<file path="config.mk">
export PLATFORM = sky130hd
export DESIGN_NAME = sac_top
export DESIGN_NICKNAME = d
export VERILOG_FILES = /design/src/include/sac_pkg.sv /design/src/include/sac_sar_if.sv /design/src/rtl/sac_mcycle.sv /design/src/rtl/sac_sar.sv /design/src/rtl/sac_top.sv
export SDC_FILE = /design/constraint.sdc
export NUM_CORES = 1
export LEC_CHECK = 0
export BUFFER_PORTS_ARGS = -buffer_cell sky130_fd_sc_hd__buf_2
export CAP_MARGIN = 40
export CORE_MARGIN = 4
export CORE_UTILIZATION = 35
export DETAILED_ROUTE_END_ITERATION = 6
export PLACE_DENSITY_LB_ADDON = 0.05
export RECOVER_POWER = 25
export SETUP_SLACK_MARGIN = 0.02
export SLEW_MARGIN = 5
export SYNTH_ARGS = -nofsm -noshare
export SYNTH_HDL_FRONTEND = slang
export SYNTH_SLANG_ARGS = --single-unit
</file>
<file path="constraint.sdc">
create_clock -name clk -period 5.3 [get_ports clk]
set_clock_uncertainty 0.05 [all_clocks]
set_input_delay 0.53 -clock clk [delete_from_list [all_inputs] [get_ports clk]]
set_output_delay 0.53 -clock clk [all_outputs]
set_load 0.05 [all_outputs]
</file>
<file path="src/include/sac_pkg.sv">
/*
  Shared constants for the successive-approximation converter control:
  control register field positions, reset values, timing in machine cycles.
  Assumes the processor core drives the control bits on the same clock.
*/
// Behaviour
// eight-input mux, ten-bit binary successive approximation
// conversion lasts 50, or 24 fast variant
// four machine cycles per tested bit; the fast variant uses one
// sample selected input eight machine cycles first
// start with only the top bit set
// walk lower bits; result stays in register
// three low control bits pick channel
// software bit or enabled pin edge starts
// pin start begins next machine cycle
// software start begins following machine cycle
// start bit: command flop, separate status flop
// upper byte in result, low two in control
// software clears complete flag, never sets it
// interrupt request gated by its enable bit
// idle mode aborts running conversion
// finish: clear busy, latch, flag together
// starts ignored while conversion in progress
package sac_pkg;

  // ************************************************************
  // conversion geometry and timing
  // ************************************************************
  localparam int RESULT_BITS    = 10;
  localparam int CHAN_BITS      = 3;
  localparam int CLKS_PER_MC_DF = 12;
  localparam int SAMPLE_MC      = 8;
  localparam int BIT_MC_STD     = 4;
  localparam int BIT_MC_FAST    = 1;
  localparam int CONV_MC_STD    = 50;
  localparam int CONV_MC_FAST   = 24;
  localparam int PHASE_W        = 6;

  // ************************************************************
  // control register layout
  // ************************************************************
  localparam int CTRL_CHAN_LSB  = 0;
  localparam int CTRL_START_BIT = 3;
  localparam int CTRL_DONE_BIT  = 4;
  localparam int CTRL_EXT_BIT   = 5;
  localparam int CTRL_LOW_LSB   = 6;

  // ************************************************************
  // reset values
  // ************************************************************
  localparam logic [RESULT_BITS-1:0] SAR_RST    = 10'h000;
  localparam logic [RESULT_BITS-1:0] SAR_MSB    = 10'h200;
  localparam logic [7:0]             RESULT_RST = 8'h00;
  localparam logic [1:0]             LOW_RST    = 2'h0;

endpackage

</file>
<file path="src/include/sac_sar_if.sv">
/*
  Carrier between the conversion sequencer and the approximation engine.
  Assumes both ends share one clock and reset.
*/
`timescale 1ns/1ns
interface sac_sar_if
  import sac_pkg::*;
();
  logic                   begin_approx;
  logic                   decide;
  logic                   above;
  logic                   last_bit;
  logic [RESULT_BITS-1:0] trial;

  modport ctrl
  (
    output begin_approx,
    output decide,
    output above,
    input  last_bit,
    input  trial
  );

  modport engine
  (
    input  begin_approx,
    input  decide,
    input  above,
    output last_bit,
    output trial
  );
endinterface

</file>
<file path="src/rtl/sac_mcycle.sv">
/*
  Machine cycle divider: one tick on the last clock of every machine cycle.
  Assumes a synchronised active-low reset.
*/
`timescale 1ns/1ns
module sac_mcycle
  import sac_pkg::*;
#(
  parameter int CLKS_PER_MC = CLKS_PER_MC_DF
)
(
  input  wire logic clk,
  input  wire logic rst_n,
  output logic      mc_tick
);

  localparam int CW = $clog2(CLKS_PER_MC + 1);
  localparam logic [CW-1:0] LAST = CW'(CLKS_PER_MC - 1);

  logic [CW-1:0] count;
  wire  logic    at_last = (count == LAST);

  always_ff @(posedge clk or negedge rst_n)
  begin
    if (!rst_n)
      count <= '0;
    else
      count <= at_last ? '0 : count + CW'(1);
  end

  assign mc_tick = at_last;

endmodule

</file>
<file path="src/rtl/sac_sar.sv">
/*
  Successive approximation register with its bit pointer.
  Assumes the sequencer pulses begin and decide on machine cycle ends.
*/
`timescale 1ns/1ns
module sac_sar
  import sac_pkg::*;
(
  input  wire logic  clk,
  input  wire logic  rst_n,
  sac_sar_if.engine  sar
);

  localparam int PW = $clog2(RESULT_BITS);

  logic [RESULT_BITS-1:0] value;
  logic [PW-1:0]          ptr;

  // ************************************************************
  // trial update
  // ************************************************************
  wire logic [RESULT_BITS-1:0] cur_mask  = SAR_MSB >> (RESULT_BITS - 1 - ptr);
  wire logic [RESULT_BITS-1:0] kept      = sar.above ? value
                                                     : (value & ~cur_mask);
  wire logic [RESULT_BITS-1:0] next_val  = (ptr == '0) ? kept
                                                       : (kept | (cur_mask >> 1));

  always_ff @(posedge clk or negedge rst_n)
  begin
    if (!rst_n)
    begin
      value <= SAR_RST;
      ptr   <= '0;
    end
    else if (sar.begin_approx)
    begin
      value <= SAR_MSB;
      ptr   <= PW'(RESULT_BITS - 1);
    end
    else if (sar.decide)
    begin
      // keep on greater, clear otherwise, then try the next lower bit
      value <= next_val;
      if (ptr != '0)
        ptr <= ptr - PW'(1);
    end
  end

  assign sar.trial    = value;
  assign sar.last_bit = (ptr == '0);

endmodule

</file>
<file path="src/rtl/sac_top.sv">
/*
  Converter control: start logic, sample window, bit sequencing, result and
  complete flag, interrupt request.
  Assumes the core drives its control bits on clk; the start pin and the
  comparator output are asynchronous and are synchronised here.
*/
`timescale 1ns/1ns
module sac_top
  import sac_pkg::*;
#(
  parameter int CLKS_PER_MC  = CLKS_PER_MC_DF,
  parameter bit FAST_VARIANT = 1'b0
)
(
  input  wire logic                   clk,
  input  wire logic                   reset_n,
  input  wire logic [CHAN_BITS-1:0]   channel_sel,
  input  wire logic                   ext_start_en,
  input  wire logic                   start_set,
  input  wire logic                   complete_clr,
  input  wire logic                   converter_irq_enable,
  input  wire logic                   idle_mode,
  input  wire logic                   external_start_pin,
  input  wire logic                   comparator_above,
  output logic [CHAN_BITS-1:0]        analog_channel,
  output logic                        sample_switch,
  output logic [RESULT_BITS-1:0]      trial_voltage,
  output logic [7:0]                  converter_control_reg,
  output logic [7:0]                  result_high_byte,
  output logic                        irq_request
);

  // ************************************************************
  // variant timing
  // ************************************************************
  localparam int BIT_MC  = FAST_VARIANT ? BIT_MC_FAST : BIT_MC_STD;
  localparam int CONV_MC = FAST_VARIANT ? CONV_MC_FAST : CONV_MC_STD;
  // remainder after sampling and bit tests; must be one or more
  localparam int TAIL_MC = CONV_MC - SAMPLE_MC - RESULT_BITS * BIT_MC;

  localparam logic [PHASE_W-1:0] SAMPLE_LAST = PHASE_W'(SAMPLE_MC - 1);
  localparam logic [PHASE_W-1:0] BIT_LAST    = PHASE_W'(BIT_MC - 1);
  localparam logic [PHASE_W-1:0] TAIL_LAST   = PHASE_W'(TAIL_MC - 1);

  typedef enum logic [1:0]
  {
    ST_IDLE,
    ST_SAMPLE,
    ST_APPROX,
    ST_TAIL
  } sac_state_e;

  // ************************************************************
  // helpers
  // ************************************************************
  // true on the tick that closes the last machine cycle of a phase;
  // shared by sample, bit and tail ends so they cannot drift apart
  function automatic logic phase_last
  (
    input logic               in_state,
    input logic               tick,
    input logic [PHASE_W-1:0] count,
    input logic [PHASE_W-1:0] last
  );
    return in_state & tick & (count == last);
  endfunction

  // ************************************************************
  // reset release and input synchronisers
  // ************************************************************
  logic rst_meta;
  logic rst_n;

  always_ff @(posedge clk or negedge reset_n)
  begin
    if (!reset_n)
    begin
      rst_meta <= 1'b0;
      rst_n    <= 1'b0;
    end
    else
    begin
      rst_meta <= 1'b1;
      rst_n    <= rst_meta;
    end
  end

  // the comparator path lags three clocks (trial flop and two sync
  // flops), so the fast variant needs four clocks per machine cycle
  logic pin_meta;
  logic pin_sync;
  logic pin_prev;
  logic cmp_meta;
  logic cmp_sync;

  always_ff @(posedge clk or negedge rst_n)
  begin
    if (!rst_n)
    begin
      pin_meta <= 1'b0;
      pin_sync <= 1'b0;
      pin_prev <= 1'b0;
      cmp_meta <= 1'b0;
      cmp_sync <= 1'b0;
    end
    else
    begin
      pin_meta <= external_start_pin;
      pin_sync <= pin_meta;
      pin_prev <= pin_sync;
      cmp_meta <= comparator_above;
      cmp_sync <= cmp_meta;
    end
  end

  // ************************************************************
  // machine cycle timing and approximation engine
  // ************************************************************
  logic mc_tick;

  sac_mcycle #(
    .CLKS_PER_MC (CLKS_PER_MC)
  ) u_mcycle (
    .clk     (clk),
    .rst_n   (rst_n),
    .mc_tick (mc_tick)
  );

  sac_sar_if sar_bus ();

  sac_sar u_sar (
    .clk   (clk),
    .rst_n (rst_n),
    .sar   (sar_bus.engine)
  );

  // ************************************************************
  // state and decode
  // ************************************************************
  sac_state_e        state;
  sac_state_e        next_state;
  logic [PHASE_W-1:0] phase;
  logic              start_cmd;
  logic              busy;
  logic              done_flag;
  logic [1:0]        result_low;

  // edge taken from the synchronised copy, two clocks after the pin
  wire logic pin_rise    = pin_sync & ~pin_prev;
  wire logic ext_request = pin_rise & ext_start_en;
  wire logic set_request = (start_set | ext_request) & ~busy;
  wire logic start_go    = mc_tick & start_cmd & ~busy & ~idle_mode;
  wire logic abort       = idle_mode & busy;

  wire logic in_sample   = (state == ST_SAMPLE);
  wire logic in_approx   = (state == ST_APPROX);
  wire logic in_tail     = (state == ST_TAIL);

  wire logic sample_end  =
    phase_last(in_sample, mc_tick, phase, SAMPLE_LAST);
  wire logic bit_end     =
    phase_last(in_approx, mc_tick, phase, BIT_LAST);
  wire logic tail_end    =
    phase_last(in_tail, mc_tick, phase, TAIL_LAST);
  // idle wins over a finish in the same tick: no flag, result kept
  wire logic finish      = tail_end & ~idle_mode;
  wire logic state_moves = (next_state != state);

  // ************************************************************
  // sequencer
  // ************************************************************
  always_comb
  begin
    next_state = state;
    case (state)
      ST_IDLE:
        if (start_go)
          next_state = ST_SAMPLE;
      ST_SAMPLE:
        if (sample_end)
          next_state = ST_APPROX;
      ST_APPROX:
        if (bit_end && sar_bus.last_bit)
          next_state = ST_TAIL;
      ST_TAIL:
        if (tail_end)
          next_state = ST_IDLE;
      default:
        next_state = ST_IDLE;
    endcase
    if (abort)
      next_state = ST_IDLE;
  end

  always_ff @(posedge clk or negedge rst_n)
  begin
    if (!rst_n)
      state <= ST_IDLE;
    else
      state <= next_state;
  end

  // phase counts machine cycles inside one state or one bit
  wire logic [PHASE_W-1:0] next_phase =
    (state_moves || bit_end) ? '0 :
    mc_tick                  ? phase + PHASE_W'(1) :
                               phase;

  always_ff @(posedge clk or negedge rst_n)
  begin
    if (!rst_n)
      phase <= '0;
    else
      phase <= next_phase;
  end

  assign sar_bus.begin_approx = sample_end & ~idle_mode;
  assign sar_bus.decide       = bit_end & ~idle_mode;
  assign sar_bus.above        = cmp_sync;

  // ************************************************************
  // start bit: command flop and status flop
  // ************************************************************
  // a pending command is dropped in idle so it cannot fire on wake-up
  wire logic next_cmd  = (start_cmd | set_request) & ~start_go & ~idle_mode;
  wire logic next_busy = start_go ? 1'b1 :
                         (finish | abort) ? 1'b0 : busy;

  always_ff @(posedge clk or negedge rst_n)
  begin
    if (!rst_n)
    begin
      start_cmd <= 1'b0;
      busy      <= 1'b0;
    end
    else
    begin
      start_cmd <= next_cmd;
      busy      <= next_busy;
    end
  end

  // ************************************************************
  // result and complete flag
  // ************************************************************
  // hardware set wins over a clear in the same cycle
  wire logic next_done = finish | (done_flag & ~complete_clr);

  always_ff @(posedge clk or negedge rst_n)
  begin
    if (!rst_n)
    begin
      done_flag        <= 1'b0;
      result_high_byte <= RESULT_RST;
      result_low       <= LOW_RST;
    end
    else
    begin
      done_flag <= next_done;
      if (finish)
      begin
        result_high_byte <= sar_bus.trial[RESULT_BITS-1 -: 8];
        result_low       <= sar_bus.trial[1:0];
      end
    end
  end

  // ************************************************************
  // outputs
  // ************************************************************
  logic [7:0] next_ctrl;

  always_comb
  begin
    next_ctrl = 8'h00;
    next_ctrl[CTRL_CHAN_LSB +: CHAN_BITS] = channel_sel;
    next_ctrl[CTRL_START_BIT]             = next_busy;
    next_ctrl[CTRL_DONE_BIT]              = next_done;
    next_ctrl[CTRL_EXT_BIT]               = ext_start_en;
    next_ctrl[CTRL_LOW_LSB +: 2]          = finish ? sar_bus.trial[1:0]
                                                   : result_low;
  end

  always_ff @(posedge clk or negedge rst_n)
  begin
    if (!rst_n)
    begin
      analog_channel        <= '0;
      sample_switch         <= 1'b0;
      trial_voltage         <= SAR_RST;
      converter_control_reg <= 8'h00;
    end
    else
    begin
      // channel follows the control bits; sampling uses what is selected
      analog_channel        <= channel_sel;
      sample_switch         <= (next_state == ST_SAMPLE);
      trial_voltage         <= sar_bus.trial;
      converter_control_reg <= next_ctrl;
    end
  end

  // global interrupt masking is left to the core
  assign irq_request = done_flag & converter_irq_enable;

endmodule

</file>
==> run summary, run 1 <==
In the final design database the tool counted 288 nets. Summed over all layers, the routed wires come to 5.19 mm. The run gives 0 as the initial antenna violation count. The wire length per cell after detailed routing came out at 13.8 um. The flow ran to the end, but the final reports show violations.

Summed over all layers, the global routing overflow is 0. The clock tree synthesis step divided the H-tree into 3 levels. For this block, the via count after detailed routing is 1790. The dominant synthesized flop cell is sky130_fd_sc_hd__dfrtp_1.

TritonCTS built the clock tree. Walking the worst path, the cells encountered are clkbuf_1. The analysis attributes to net switching a power of 280 uW.

The cell at the root of the clock tree is sky130_fd_sc_hd__clkbuf_8. The congestion estimate from routability-driven global placement came to 0.741. After detailed routing, the number of remaining DRC violations is 0. Broken down by cell family, the worst path's largest delay share belongs to buffers and inverters.

The tools report the count of yosys warnings during synthesis as 0. Setup repair after global routing left no endpoint under its margin. The run gives 43 as the I/O pin total.

Net switching is 27.4% of the power. In this run, synthesis produced a sequential element count of 61. The number of setup buffers added after CTS was 0; the register area was 1530 sq um. At the pin with the least slew margin, the transition time is 3.06 ns. After floorplanning, the core was sized to cover 7330 sq um. The run gives 0 as the number of diodes added for antenna fixing. At the worst endpoint, the required time is 5.02 ns. A synthesized cell averages 11.6 sq um. Internal power comes to 741 uW. The total of max-cap violations was 1. Derived from the worst setup path, the maximum achievable clock frequency is 0.320 GHz. The checks that failed: max-capacitance violations, max-slew violations. From synthesis to final layout, the design area changed by 16.5%.

When the netlist entered floorplanning its net count stood at 247. Summing every instance area after synthesis gives 2660 sq um. In this run the vertical extent of the chip is 95.2 um. The run gives 49 as the unique cell type count in the Yosys netlist. Clock tree synthesis found a total of 61 sinks. The run gives 0.34 ns as the clock latency of the later-clocked register in the worst-skew pair. The share of flip-flops with an asynchronous set or reset after synthesis works out to 100%. The worst setup path is launched from a flop. The ratio of final minimum period to clock period is 59.0%. The total power density per cell area was 330 nW/um^2. The number of instances in the synthesized netlist is 230.

Headroom to the max-slew limit came out at -104%. Largest area contributor in the synthesized netlist: sky130_fd_sc_hd__dfrtp_1. The clock input transition at the sequential cells of the worst setup and hold paths is 0.07 ns.

In this run the static leakage power is 1.54 nW. The worst hold slack is 0.243 ns. Half-perimeter wire length after detailed placement: 3.57 mm. The design draws 1.02 mW. The critical path in this run is classified as reg -> async.

The count of buffer and inverter cells on the critical path works out to 1. The detailed router finished its first iteration with 67 violations. The tools report the register area share after synthesis as 57.4%. Across the VDD grid, the largest voltage drop is 0.000138 V. Across every metal layer, demand over resource in global routing totals 12.6%.

The number of global-route vias before repair came out at 1714. The critical path capture point type is an async pin. The die covers 9060 sq um. On the worst path, the slowest cell contributes a delay of 2.15 ns. For this design, the slowest cell found on the critical path is sky130_fd_sc_hd__clkbuf_1. Iteration count of the initial detailed-routing pass: 4. The count of pins over their slew limit is 60, and the cell row count is 31.

By area the synthesized netlist is led by sky130_fd_sc_hd__dfrtp_1 (57%), sky130_fd_sc_hd__mux2_2 (3.4%), sky130_fd_sc_hd__o21ai_0 (3.2%), sky130_fd_sc_hd__nand2_1 (2.7%), sky130_fd_sc_hd__ha_1 (2.4%). The multi-input combinational cells in the finished layout cover a total of 1010 sq um. Input and output buffers added on the ports amount to 42.

Buffers inserted during clock tree synthesis total 9. The top-area cell type share of the netlist area is 57.4%, and the first-pass GRT wire length is 8.54 mm. The synthesized design contains 0 enable-type register cells. Entering global routing, the biggest net connects 60 pins. In the final layout, the share of cells above drive strength 1 is 27.2%. The initial utilization of the core area, before any placement, comes to 36.3%. The number of vias per cell is 4.77, and the maximum fanout along the worst path is 59. Setup violations remaining at the end of the flow were counted as 0. Measured along the x axis, the die boundary spans 95.2 um. The worst hold path belongs to the class in -> reg. The hold violation count in the final report was 0; the worst-case clock buffer depth was 2. Per report_power, the sequential group accounts for 49.6% of the total. In this run, the clock network consumes 39.2% of the power. Adding up every negative setup slack in the final design gives 0 ns.

Combinational logic burns 11.2% of the power. After filler insertion, the fill cell instance count of the layout stands at 728. Subtracting the final worst setup slack from the clock period gives 3.13 ns. For the number of nets still failing antenna checks after routing, the log shows 0.

For the worst setup path, the data arrival time is 2.85 ns.
-- layout make-up --
class                           instances  share of cell area (%)
Clock inverter                          6                    2.06
Inverter                                7                   0.848
Sequential cell                        61                    49.3
Multi-Input combinational cell        148                    32.5
Timing Repair Buffer                   44                    7.15
Clock buffer                           10                    4.12
Tap cell                               99                    4.00
-- per-stage QoR --
stage | cells | worst slack, ns | area [sq um] | utilization, %
after CTS | 375 | 2.83 | 3100 | 42.3
after global routing | 375 | 1.39 | 3100 | 42.3
after global placement | 358 | 2.91 | 2900 | 39.6
final | 375 | 2.17 | 3100 | 42.3
after floorplan | 230 | 3.25 | 2660 | -
after detailed placement | 358 | 2.83 | 2900 | 39.6
-- routing by layer --
layer	routed length, um	track usage [%]
met5	0	0
met3	381	4.66
met2	2100	17.2
met4	96	6.49
met1	2610	17.3
-- cell usage after synthesis, types with 4 or more instances --
cell / count
sky130_fd_sc_hd__and3_1: 4
sky130_fd_sc_hd__o211ai_1: 6
sky130_fd_sc_hd__ha_1: 5
sky130_fd_sc_hd__dfrtp_1: 61
sky130_fd_sc_hd__inv_1: 7
sky130_fd_sc_hd__buf_4: 6
sky130_fd_sc_hd__nor3_1: 5
sky130_fd_sc_hd__xnor2_1: 4
sky130_fd_sc_hd__nor2_1: 11
sky130_fd_sc_hd__a21oi_1: 11
sky130_fd_sc_hd__nand2_1: 19
sky130_fd_sc_hd__mux2_2: 8
sky130_fd_sc_hd__o21ai_0: 17
sky130_fd_sc_hd__nand2b_1: 5
sky130_fd_sc_hd__clkbuf_1: 4
sky130_fd_sc_hd__mux2i_1: 4
-- power groups by stage --
stage	Sequential [mW]	Combinational [mW]	Clock [mW]
CTS	0.506	0.116	0.419
detailed placement	0.515	0.115	0
floorplan	0.523	0.0783	0
global placement	0.515	0.115	0
global route	0.510	0.129	0.436
finish	0.506	0.115	0.400
-- placed cells by master (no fill, tap or decap), types with 3 or more instances in the layout --
cell,count
sky130_fd_sc_hd__dfrtp_1,60
sky130_fd_sc_hd__o211ai_1,6
sky130_fd_sc_hd__nand2_1,19
sky130_fd_sc_hd__mux2_2,8
sky130_fd_sc_hd__nand4_1,3
sky130_fd_sc_hd__clkbuf_8,9
sky130_fd_sc_hd__mux2_1,3
sky130_fd_sc_hd__mux2i_1,4
sky130_fd_sc_hd__nor3_1,5
sky130_fd_sc_hd__ha_1,5
sky130_fd_sc_hd__nor4_1,3
sky130_fd_sc_hd__xnor2_1,4
sky130_fd_sc_hd__nand3_1,3
sky130_fd_sc_hd__inv_1,7
sky130_fd_sc_hd__a21oi_1,11
sky130_fd_sc_hd__nand2b_1,5
sky130_fd_sc_hd__clkbuf_1,4
sky130_fd_sc_hd__o21ai_0,17
sky130_fd_sc_hd__buf_2,40
sky130_fd_sc_hd__and3_1,4
sky130_fd_sc_hd__nor2_1,11
sky130_fd_sc_hd__or3b_2,3
-- worst paths after layout --
kind                                        start                  endpoint  slack, ns  cells past startpoint
worst max register to register              rst_n  converter_control_reg[6]       2.17                      1
worst min-delay path               channel_sel[1]  converter_control_reg[1]       0.24                      1
worst min register to register           rst_meta                     rst_n       0.30                      0
max in group clk                u_mcycle.count[0]       result_high_byte[5]       2.90                      5
min in group asynchronous                 reset_n                  rst_meta       0.46                      2
worst max-delay path                        rst_n  converter_control_reg[6]       2.17                      1
-- cell families (layout without fill, tap and decap cells) --
group | count (synthesis) | count (layout) | synth area share, %
AND/OR/NAND/NOR | 74 | 74 | 16.4
flip-flops | 61 | 61 | 57.4
AO/OA/AOI/OAI | 47 | 47 | 10.9
buffers and inverters | 21 | 67 | 4.71
multiplexers | 15 | 15 | 6.16
XOR/XNOR | 6 | 6 | 1.98
adder cells (fa/ha/maj) | 5 | 5 | 2.35
other | 1 | 1 | 0.141
-- repair_timing --
item	4_1_cts	5_1_grt
resized for setup	0	0
hold endpoints to repair	2	0
hold buffers	1	0
Note: power is estimated with default switching activity, not from simulation.
==> run 2, diff against run 1 <==
Clock period 5.3 ns to 3.2 ns, I/O delays scaled along.
==> run 2 against run 1 <==
The run now ends clean. Global-route usage rose by 0.16 points. Setup slack got worse by 1.4 ns. Sequential power rose by 67%. Cell count did not move. Power rose by 66%. Register-to-register slack got worse by 1.4 ns. Flip-flop and latch count did not move. Via count rose by 2.7%. Wire length rose by 1.3%. Largest power group unchanged. Highest routed layer unchanged.
==> run summary, run 2 (synthesis gave the netlist of run 1 again) <==
The hold violation count in the final report came out at 0 (unchanged). The area of placed instances is 2900 sq um (unchanged), and the proportion of power drawn by flip-flops and latches is 49.7% (about the same). The tools report the largest vdd supply drop as 0.000226 V (+63%). The library cell used most frequently in the layout, excluding fill and tap cells, is sky130_fd_sc_hd__dfrtp_1.

Category of the most critical setup path: reg -> reg. The critical path goes through ha_1, nand3b_2, nor4_1, and3_1, mux2_2. The worst hold slack was 0.0332 ns (-0.209 ns). The wire length per cell after detailed routing came out at 14.0 um (+1.3%). In this run the worst hold path is classified as in -> reg. The tools report the tightest slew margin relative to the limit as 36.3% (+140 points). The iteration count of the initial detailed-routing pass came out at 4 (unchanged).

The count of pins over their slew limit came out at 0 (-100%). The detailed-route via count is 1838 (+2.7%), and the area of the die is 9060 sq um (unchanged). The number of global-route vias before repair was 1715 (+0.058%); the ratio of final minimum period to clock period was 76.2% (+17 points). The transition time of the tightest slew-check pin was 0.955 ns (-2.10 ns); the maximum fanout along the worst path was 11 (-81%). The number of vias per cell works out to 4.90 (+2.7%). The die width came out at 95.2 um (unchanged). For the internal power of the cells, the log shows 1.23 mW (+66%).

The total power density per cell area was 548 nW/um^2 (+66%); the clock latency of the later-clocked register in the worst-skew pair was 0.34 ns (about the same). The tools report the critical path arrival as 2.61 ns (-0.24 ns). Share of cells above drive strength 1: 27.2% (unchanged). The peak per-stage delay on the critical path works out to 0.56 ns (-1.59 ns). The largest net degree at the start of global routing came out at 37 (-38%).

The tools report the wire length after detailed routing as 5.26 mm (+1.3%). STA classifies the critical path startpoint as a flop. Leaving out fill and tap cells, the most frequent cells in the layout are sky130_fd_sc_hd__dfrtp_1 (61), sky130_fd_sc_hd__buf_2 (40), sky130_fd_sc_hd__nand2_1 (19). The reported leakage power is 1.54 nW (+0.30%), and the clock input transition at the sequential cells of the worst setup and hold paths is 0.07 ns (about the same). The tools report the number of diodes added for antenna fixing as 0 (unchanged). TritonCTS built the clock tree. The run gives 0 (unchanged) as the global-route congestion overflow total. The initial antenna violation count was 0 (unchanged). Setup repair after global routing left no endpoint under its margin.

The worst-case clock buffer depth was 2 (unchanged); the achievable frequency was 0.410 GHz (+28%). The cell row count came out at 31 (unchanged). The combinational share of power is 11.0% (-0.2 points). The switching share of power was 27.7% (+0.31 points); the routability congestion estimate was 0.767 (+3.6%). The final sum of negative setup slack was 0 ns (unchanged); the number of remaining DRC errors was 0 (unchanged). The logs give 36.3% (unchanged) for the starting density of the core and 0 (unchanged) for the number of endpoints failing setup at the final stage. The total of max-cap violations was 0 (-1); the number of buffer cells added on primary ports was 42 (unchanged). For the smallest setup slack after layout, the log shows 0.763 ns (-1.41 ns). The logs give 471 uW (+68%) for the switching power and 0 (unchanged) for the number of nets still failing antenna checks after routing.

The area of all placed cells without fillers is 3100 sq um (about the same). The DRC violation total after the first TritonRoute iteration is 92 (+37%), and the global-route usage over all layers is 12.7% (+0.16 points). The tools report the maximum level of the CTS H-tree as 3 (unchanged). The area growth from synthesis to final layout was 16.6% (about the same). The clock sink count came out at 61 (unchanged). On the critical path, the stage with the largest delay is an instance of sky130_fd_sc_hd__and3_1. CTS placed an instance of sky130_fd_sc_hd__clkbuf_8 at the clock tree root.

Share of total power in the clock network: 39.3% (about the same). For the power consumption, the log shows 1.70 mW (+66%). The flow ran to the end, and the final reports show no timing, DRC or antenna violations.

For the half-perimeter wire length after detailed placement, the log shows 3.68 mm (+3.0%). The logs give 3.37 ns (-1.65 ns) for the data required time at the worst endpoint and 288 (unchanged) for the final net count. The run gives 43 (unchanged) as the I/O pin total. The tools report the first-pass GRT wire length as 8.84 mm (+3.6%).

The number of clock buffers inserted by TritonCTS is 9 (unchanged). The vertical extent of the die is 95.2 um (unchanged). The run gives 7330 sq um (unchanged) as the floorplan core area. STA classifies the critical path endpoint as a flop.

The run gives 0.697 ns (-2.14 ns) as the worst setup timing slack at the placement stage. The post-layout minimum cycle time came out at 2.44 ns (-0.688 ns).
-- run 2: cell type report --
type	instances	area (sq um)
repair buffers	44	225
flip-flops and latches	61	1530
fillers	710	4230
clock buffers	10	128
well taps	99	124
clock inverters	6	63.8
multi-input cells	148	1010
inverters	7	26.3
-- run 2: timing repair --
action	CTS	global route
setup buffers	0	0
hold buffers	1	0
endpoints found under the hold margin	2	0
gates resized for setup	0	0
endpoints found under the setup margin	0	0
-- run 2: per-layer routing --
layer,GRT usage (%),wire [um],vias to the layer above
li1,-,-,888
met1,18.3,2630,883
met2,17.1,2160,59
met3,5.05,395,8
met4,4.69,65,0
met5,0,0,-
-- run 2: final timing paths --
path / slack (ns) / endpoint / start / cells after the start
worst max-delay path: 0.76 / result_high_byte[6] / u_mcycle.count[0] / 5
worst min-delay path: 0.03 / converter_control_reg[1] / channel_sel[1] / 1
worst max register to register: 0.76 / result_high_byte[6] / u_mcycle.count[0] / 5
worst min register to register: 0.29 / pin_sync / pin_meta / 0
max in group asynchronous: 1.76 / converter_control_reg[5] / rst_n / 1
min in group asynchronous: 0.25 / rst_n / reset_n / 2
-- run 2: worst max-delay path, delay by kind of cell (launching register included) --
kind	cells	cell delay, ns
AND/OR/NAND/NOR	3	1.27
multiplexers	1	0.39
flip-flops	1	0.37
adder cells (fa/ha/maj)	1	0.24
-- run 2: power by group through the flow --
stage | Combinational, mW | Sequential, mW | Clock, mW
detailed placement | 0.184 | 0.860 | 0
global route | 0.209 | 0.851 | 0.726
global placement | 0.187 | 0.860 | 0
CTS | 0.187 | 0.845 | 0.695
finish | 0.187 | 0.845 | 0.668
floorplan | 0.130 | 0.867 | 0
-- run 2: per-stage QoR --
stage	util (%)	instances
global placement	39.6	358
detailed placement	39.6	358
finish	42.3	375
floorplan	-	230
CTS	42.3	375
global route	42.3	375
==> run 3, diff against run 2 <==
Clock period 3.2 ns to 2.2 ns, I/O delays scaled along.
==> run 3 against run 2 <==
Core utilization is 3.8 points higher. Sequential share of layout area is 4.0 points lower. Non-clock buffer count is 21 higher. Highest routed layer unchanged. Fmax is 21% higher. Critical path depth is 2 higher. Largest power group unchanged. Clock power is 65% higher. Sequential power is 46% higher.
==> run summary, run 3 (synthesis gave the netlist of run 1 again) <==
For the final net count, the log shows 309 (+7.3%). The tools report the smallest setup slack after layout as 0.179 ns (-0.584 ns). The clock latency of the later-clocked register in the worst-skew pair was 0.33 ns (about the same); the power consumption was 2.62 mW (+54%). Leaving out fill and tap cells, the most frequent cell in the layout is sky130_fd_sc_hd__dfrtp_1. The number of buffer cells added on primary ports works out to 42 (unchanged). The worst hold slack came out at 0.0980 ns (+0.0647 ns). Number of endpoints failing setup at the final stage: 0 (unchanged). The tools report the cell at the root of the clock tree as sky130_fd_sc_hd__clkbuf_8. The logs give 9.54 mm (+8.0%) for the first-pass GRT wire length and 0 (unchanged) for the number of diodes added for antenna fixing.

The share of cells above drive strength 1 works out to 34.7% (+7.5 points). The tools report the count of pins over their slew limit as 0 (unchanged). The vertical extent of the die works out to 95.2 um (unchanged). The run gives 0 (unchanged) as the global-route congestion overflow total. The total power density per cell area was 777 nW/um^2 (+42%); the reported leakage power was 1.67 nW (+8.2%).

The run gives 396 (+5.6%) as the number of cells in the finished layout apart from fillers. The logs give 0.495 GHz (+21%) for the achievable frequency and 1907 (+3.8%) for the detailed-route via count. The post-layout minimum cycle time works out to 2.02 ns (-0.416 ns). TritonCTS built the clock tree.

The tools report the number of setup buffers added after CTS as 0 (unchanged). The number of vias per cell came out at 4.82 (-1.7%). In this run the worst hold path is classified as in -> reg.

The wire length per cell after detailed routing was 13.9 um (-0.89%). For the wire length after detailed routing, the log shows 5.50 mm (+4.7%). For the routability congestion estimate, the log shows 0.751 (-2.1%). The flow ran to the end, and the final reports show no timing, DRC or antenna violations. For the area of the die, the log shows 9060 sq um (unchanged). Number of remaining DRC errors: 0 (unchanged). Half-perimeter wire length after detailed placement: 3.95 mm (+7.3%). The area of all placed cells without fillers was 3380 sq um (+8.9%).

The logs give 1916 (+12%) for the number of global-route vias before repair and 0 (unchanged) for the total of max-cap violations. I/O pin total: 43 (unchanged). The library cells used most frequently in the layout, excluding fill and tap cells, are sky130_fd_sc_hd__dfrtp_1 (59), sky130_fd_sc_hd__buf_2 (40), sky130_fd_sc_hd__nand2_1 (19). For the clock sink count, the log shows 61 (unchanged).

The tools report the number of nets still failing antenna checks after routing as 0 (unchanged). The tools report the critical path capture point type as a flop. For the number of clock buffers inserted by TritonCTS, the log shows 9 (unchanged). The transition time of the tightest slew-check pin works out to 0.953 ns (-0.00203 ns). The number of placed instances with taps included was 373 (+4.2%); the ratio of final minimum period to clock period was 91.9% (+16 points). STA classifies the critical path startpoint as a flop. The worst-case clock buffer depth was 2 (unchanged). The maximum level of the CTS H-tree was 3 (unchanged); the DRC violation total after the first TritonRoute iteration was 115 (+25%). For the hold violation count in the final report, the log shows 0 (unchanged). The run gives 36.5% (+0.14 points) as the tightest slew margin relative to the limit.

The worst setup timing slack at the placement stage was -0.0250 ns (-0.722 ns). The critical path is of the reg -> reg type. Setup repair after global routing left no endpoint under its margin. For the area of placed instances, the log shows 3030 sq um (+4.3%). The initial antenna violation count was 0 (unchanged); the critical path arrival was 2.18 ns (-0.43 ns). The clock input transition at the sequential cells of the worst setup and hold paths is 0.07 ns (about the same), and the global-route usage over all layers is 13.9% (+1.2 points). Floorplan core area: 7330 sq um (unchanged).

The cell row count was 31 (unchanged); the die width was 95.2 um (unchanged). The data required time at the worst endpoint is 2.36 ns (-1.01 ns). The logs give 25 (-32%) for the largest net degree at the start of global routing and 4 (unchanged) for the iteration count of the initial detailed-routing pass. From synthesis to final layout, the design area changed by 27.0%. The tools report the starting density of the core as 36.3% (unchanged).

The maximum fanout along the worst path is 6 (-5). The largest vdd supply drop is 0.000345 V (+53%).
==> run 3: changes by cell type in the layout (fill, tap and decap cells not counted), moves of 2 or more <==
cell / delta
sky130_fd_sc_hd__buf_4: +14
sky130_fd_sc_hd__dlygate4sd3_1: +6
sky130_fd_sc_hd__dfrtp_1: -2
sky130_fd_sc_hd__dfrtp_2: +2
sky130_fd_sc_hd__ha_1: -2
sky130_fd_sc_hd__nor4_1: -2
sky130_fd_sc_hd__nor4_2: +2
sky130_fd_sc_hd__o21ai_0: -2
sky130_fd_sc_hd__o21ai_1: +2
==> run 3: final cells by class <==
type	instances	area, sq um
flip-flops and latches	61	1530
well taps	99	124
fillers	718	3950
clock buffers	10	138
clock inverters	6	86.3
multi-input cells	148	1060
inverters	7	26.3
repair buffers	65	410
==> run 3: what timing repair did <==
item                                    4_1_cts  5_1_grt
pin swaps                                     0        4
gates resized for setup                       2       15
hold buffers                                  7        0
hold endpoints to repair                      8        0
endpoints found under the setup margin        5       20
==> run 3: per-stage QoR <==
stage                     TNS [ns]  utilization [%]
after CTS                        0             45.4
final                            0             46.1
after detailed placement   -0.0406             41.3
after floorplan                  0                -
after global routing             0             46.1
after global placement    -0.00543             41.3
==> run 3: worst paths after layout <==
check                                   from  slack, ns                        to  cells after the start
max in group asynchronous              rst_n       0.91                  phase[0]                      1
worst min register to register      pin_meta       0.30                  pin_sync                      0
worst max register to register  u_sar.ptr[1]       0.18        u_sar.sar.trial[5]                      7
worst min-delay path            complete_clr        0.1  converter_control_reg[4]                      3
worst max-delay path            u_sar.ptr[1]       0.18        u_sar.sar.trial[5]                      7
min in group asynchronous            reset_n       0.15                  rst_meta                      2
==> run 3: power breakdown <==
group / total [mW] / leakage (nW) / internal [mW] / switching [mW]
logic: 0.294 / 0.739 / 0.114 / 0.180
registers: 1.23 / 0.815 / 1.17 / 0.0555
clock network: 1.10 / 0.112 / 0.666 / 0.438
==> run 3: critical path, stage by stage, from the launching register on <==
cell and delay (ns):
sky130_fd_sc_hd__dfrtp_2 0.45, sky130_fd_sc_hd__inv_2 0.10, sky130_fd_sc_hd__ha_4 0.16, sky130_fd_sc_hd__or4bb_4 0.50, sky130_fd_sc_hd__a21boi_2 0.18, sky130_fd_sc_hd__nand4_1 0.17
sky130_fd_sc_hd__o211ai_1 0.20, sky130_fd_sc_hd__o21ai_0 0.10
==> run 3: layer usage <==
layer,up-vias,track usage (%),routed length [um]
met5,-,0,0
met4,0,5.41,50
met3,4,4.34,362
met2,59,20.3,2370
met1,915,19.2,2720
li1,929,-,-
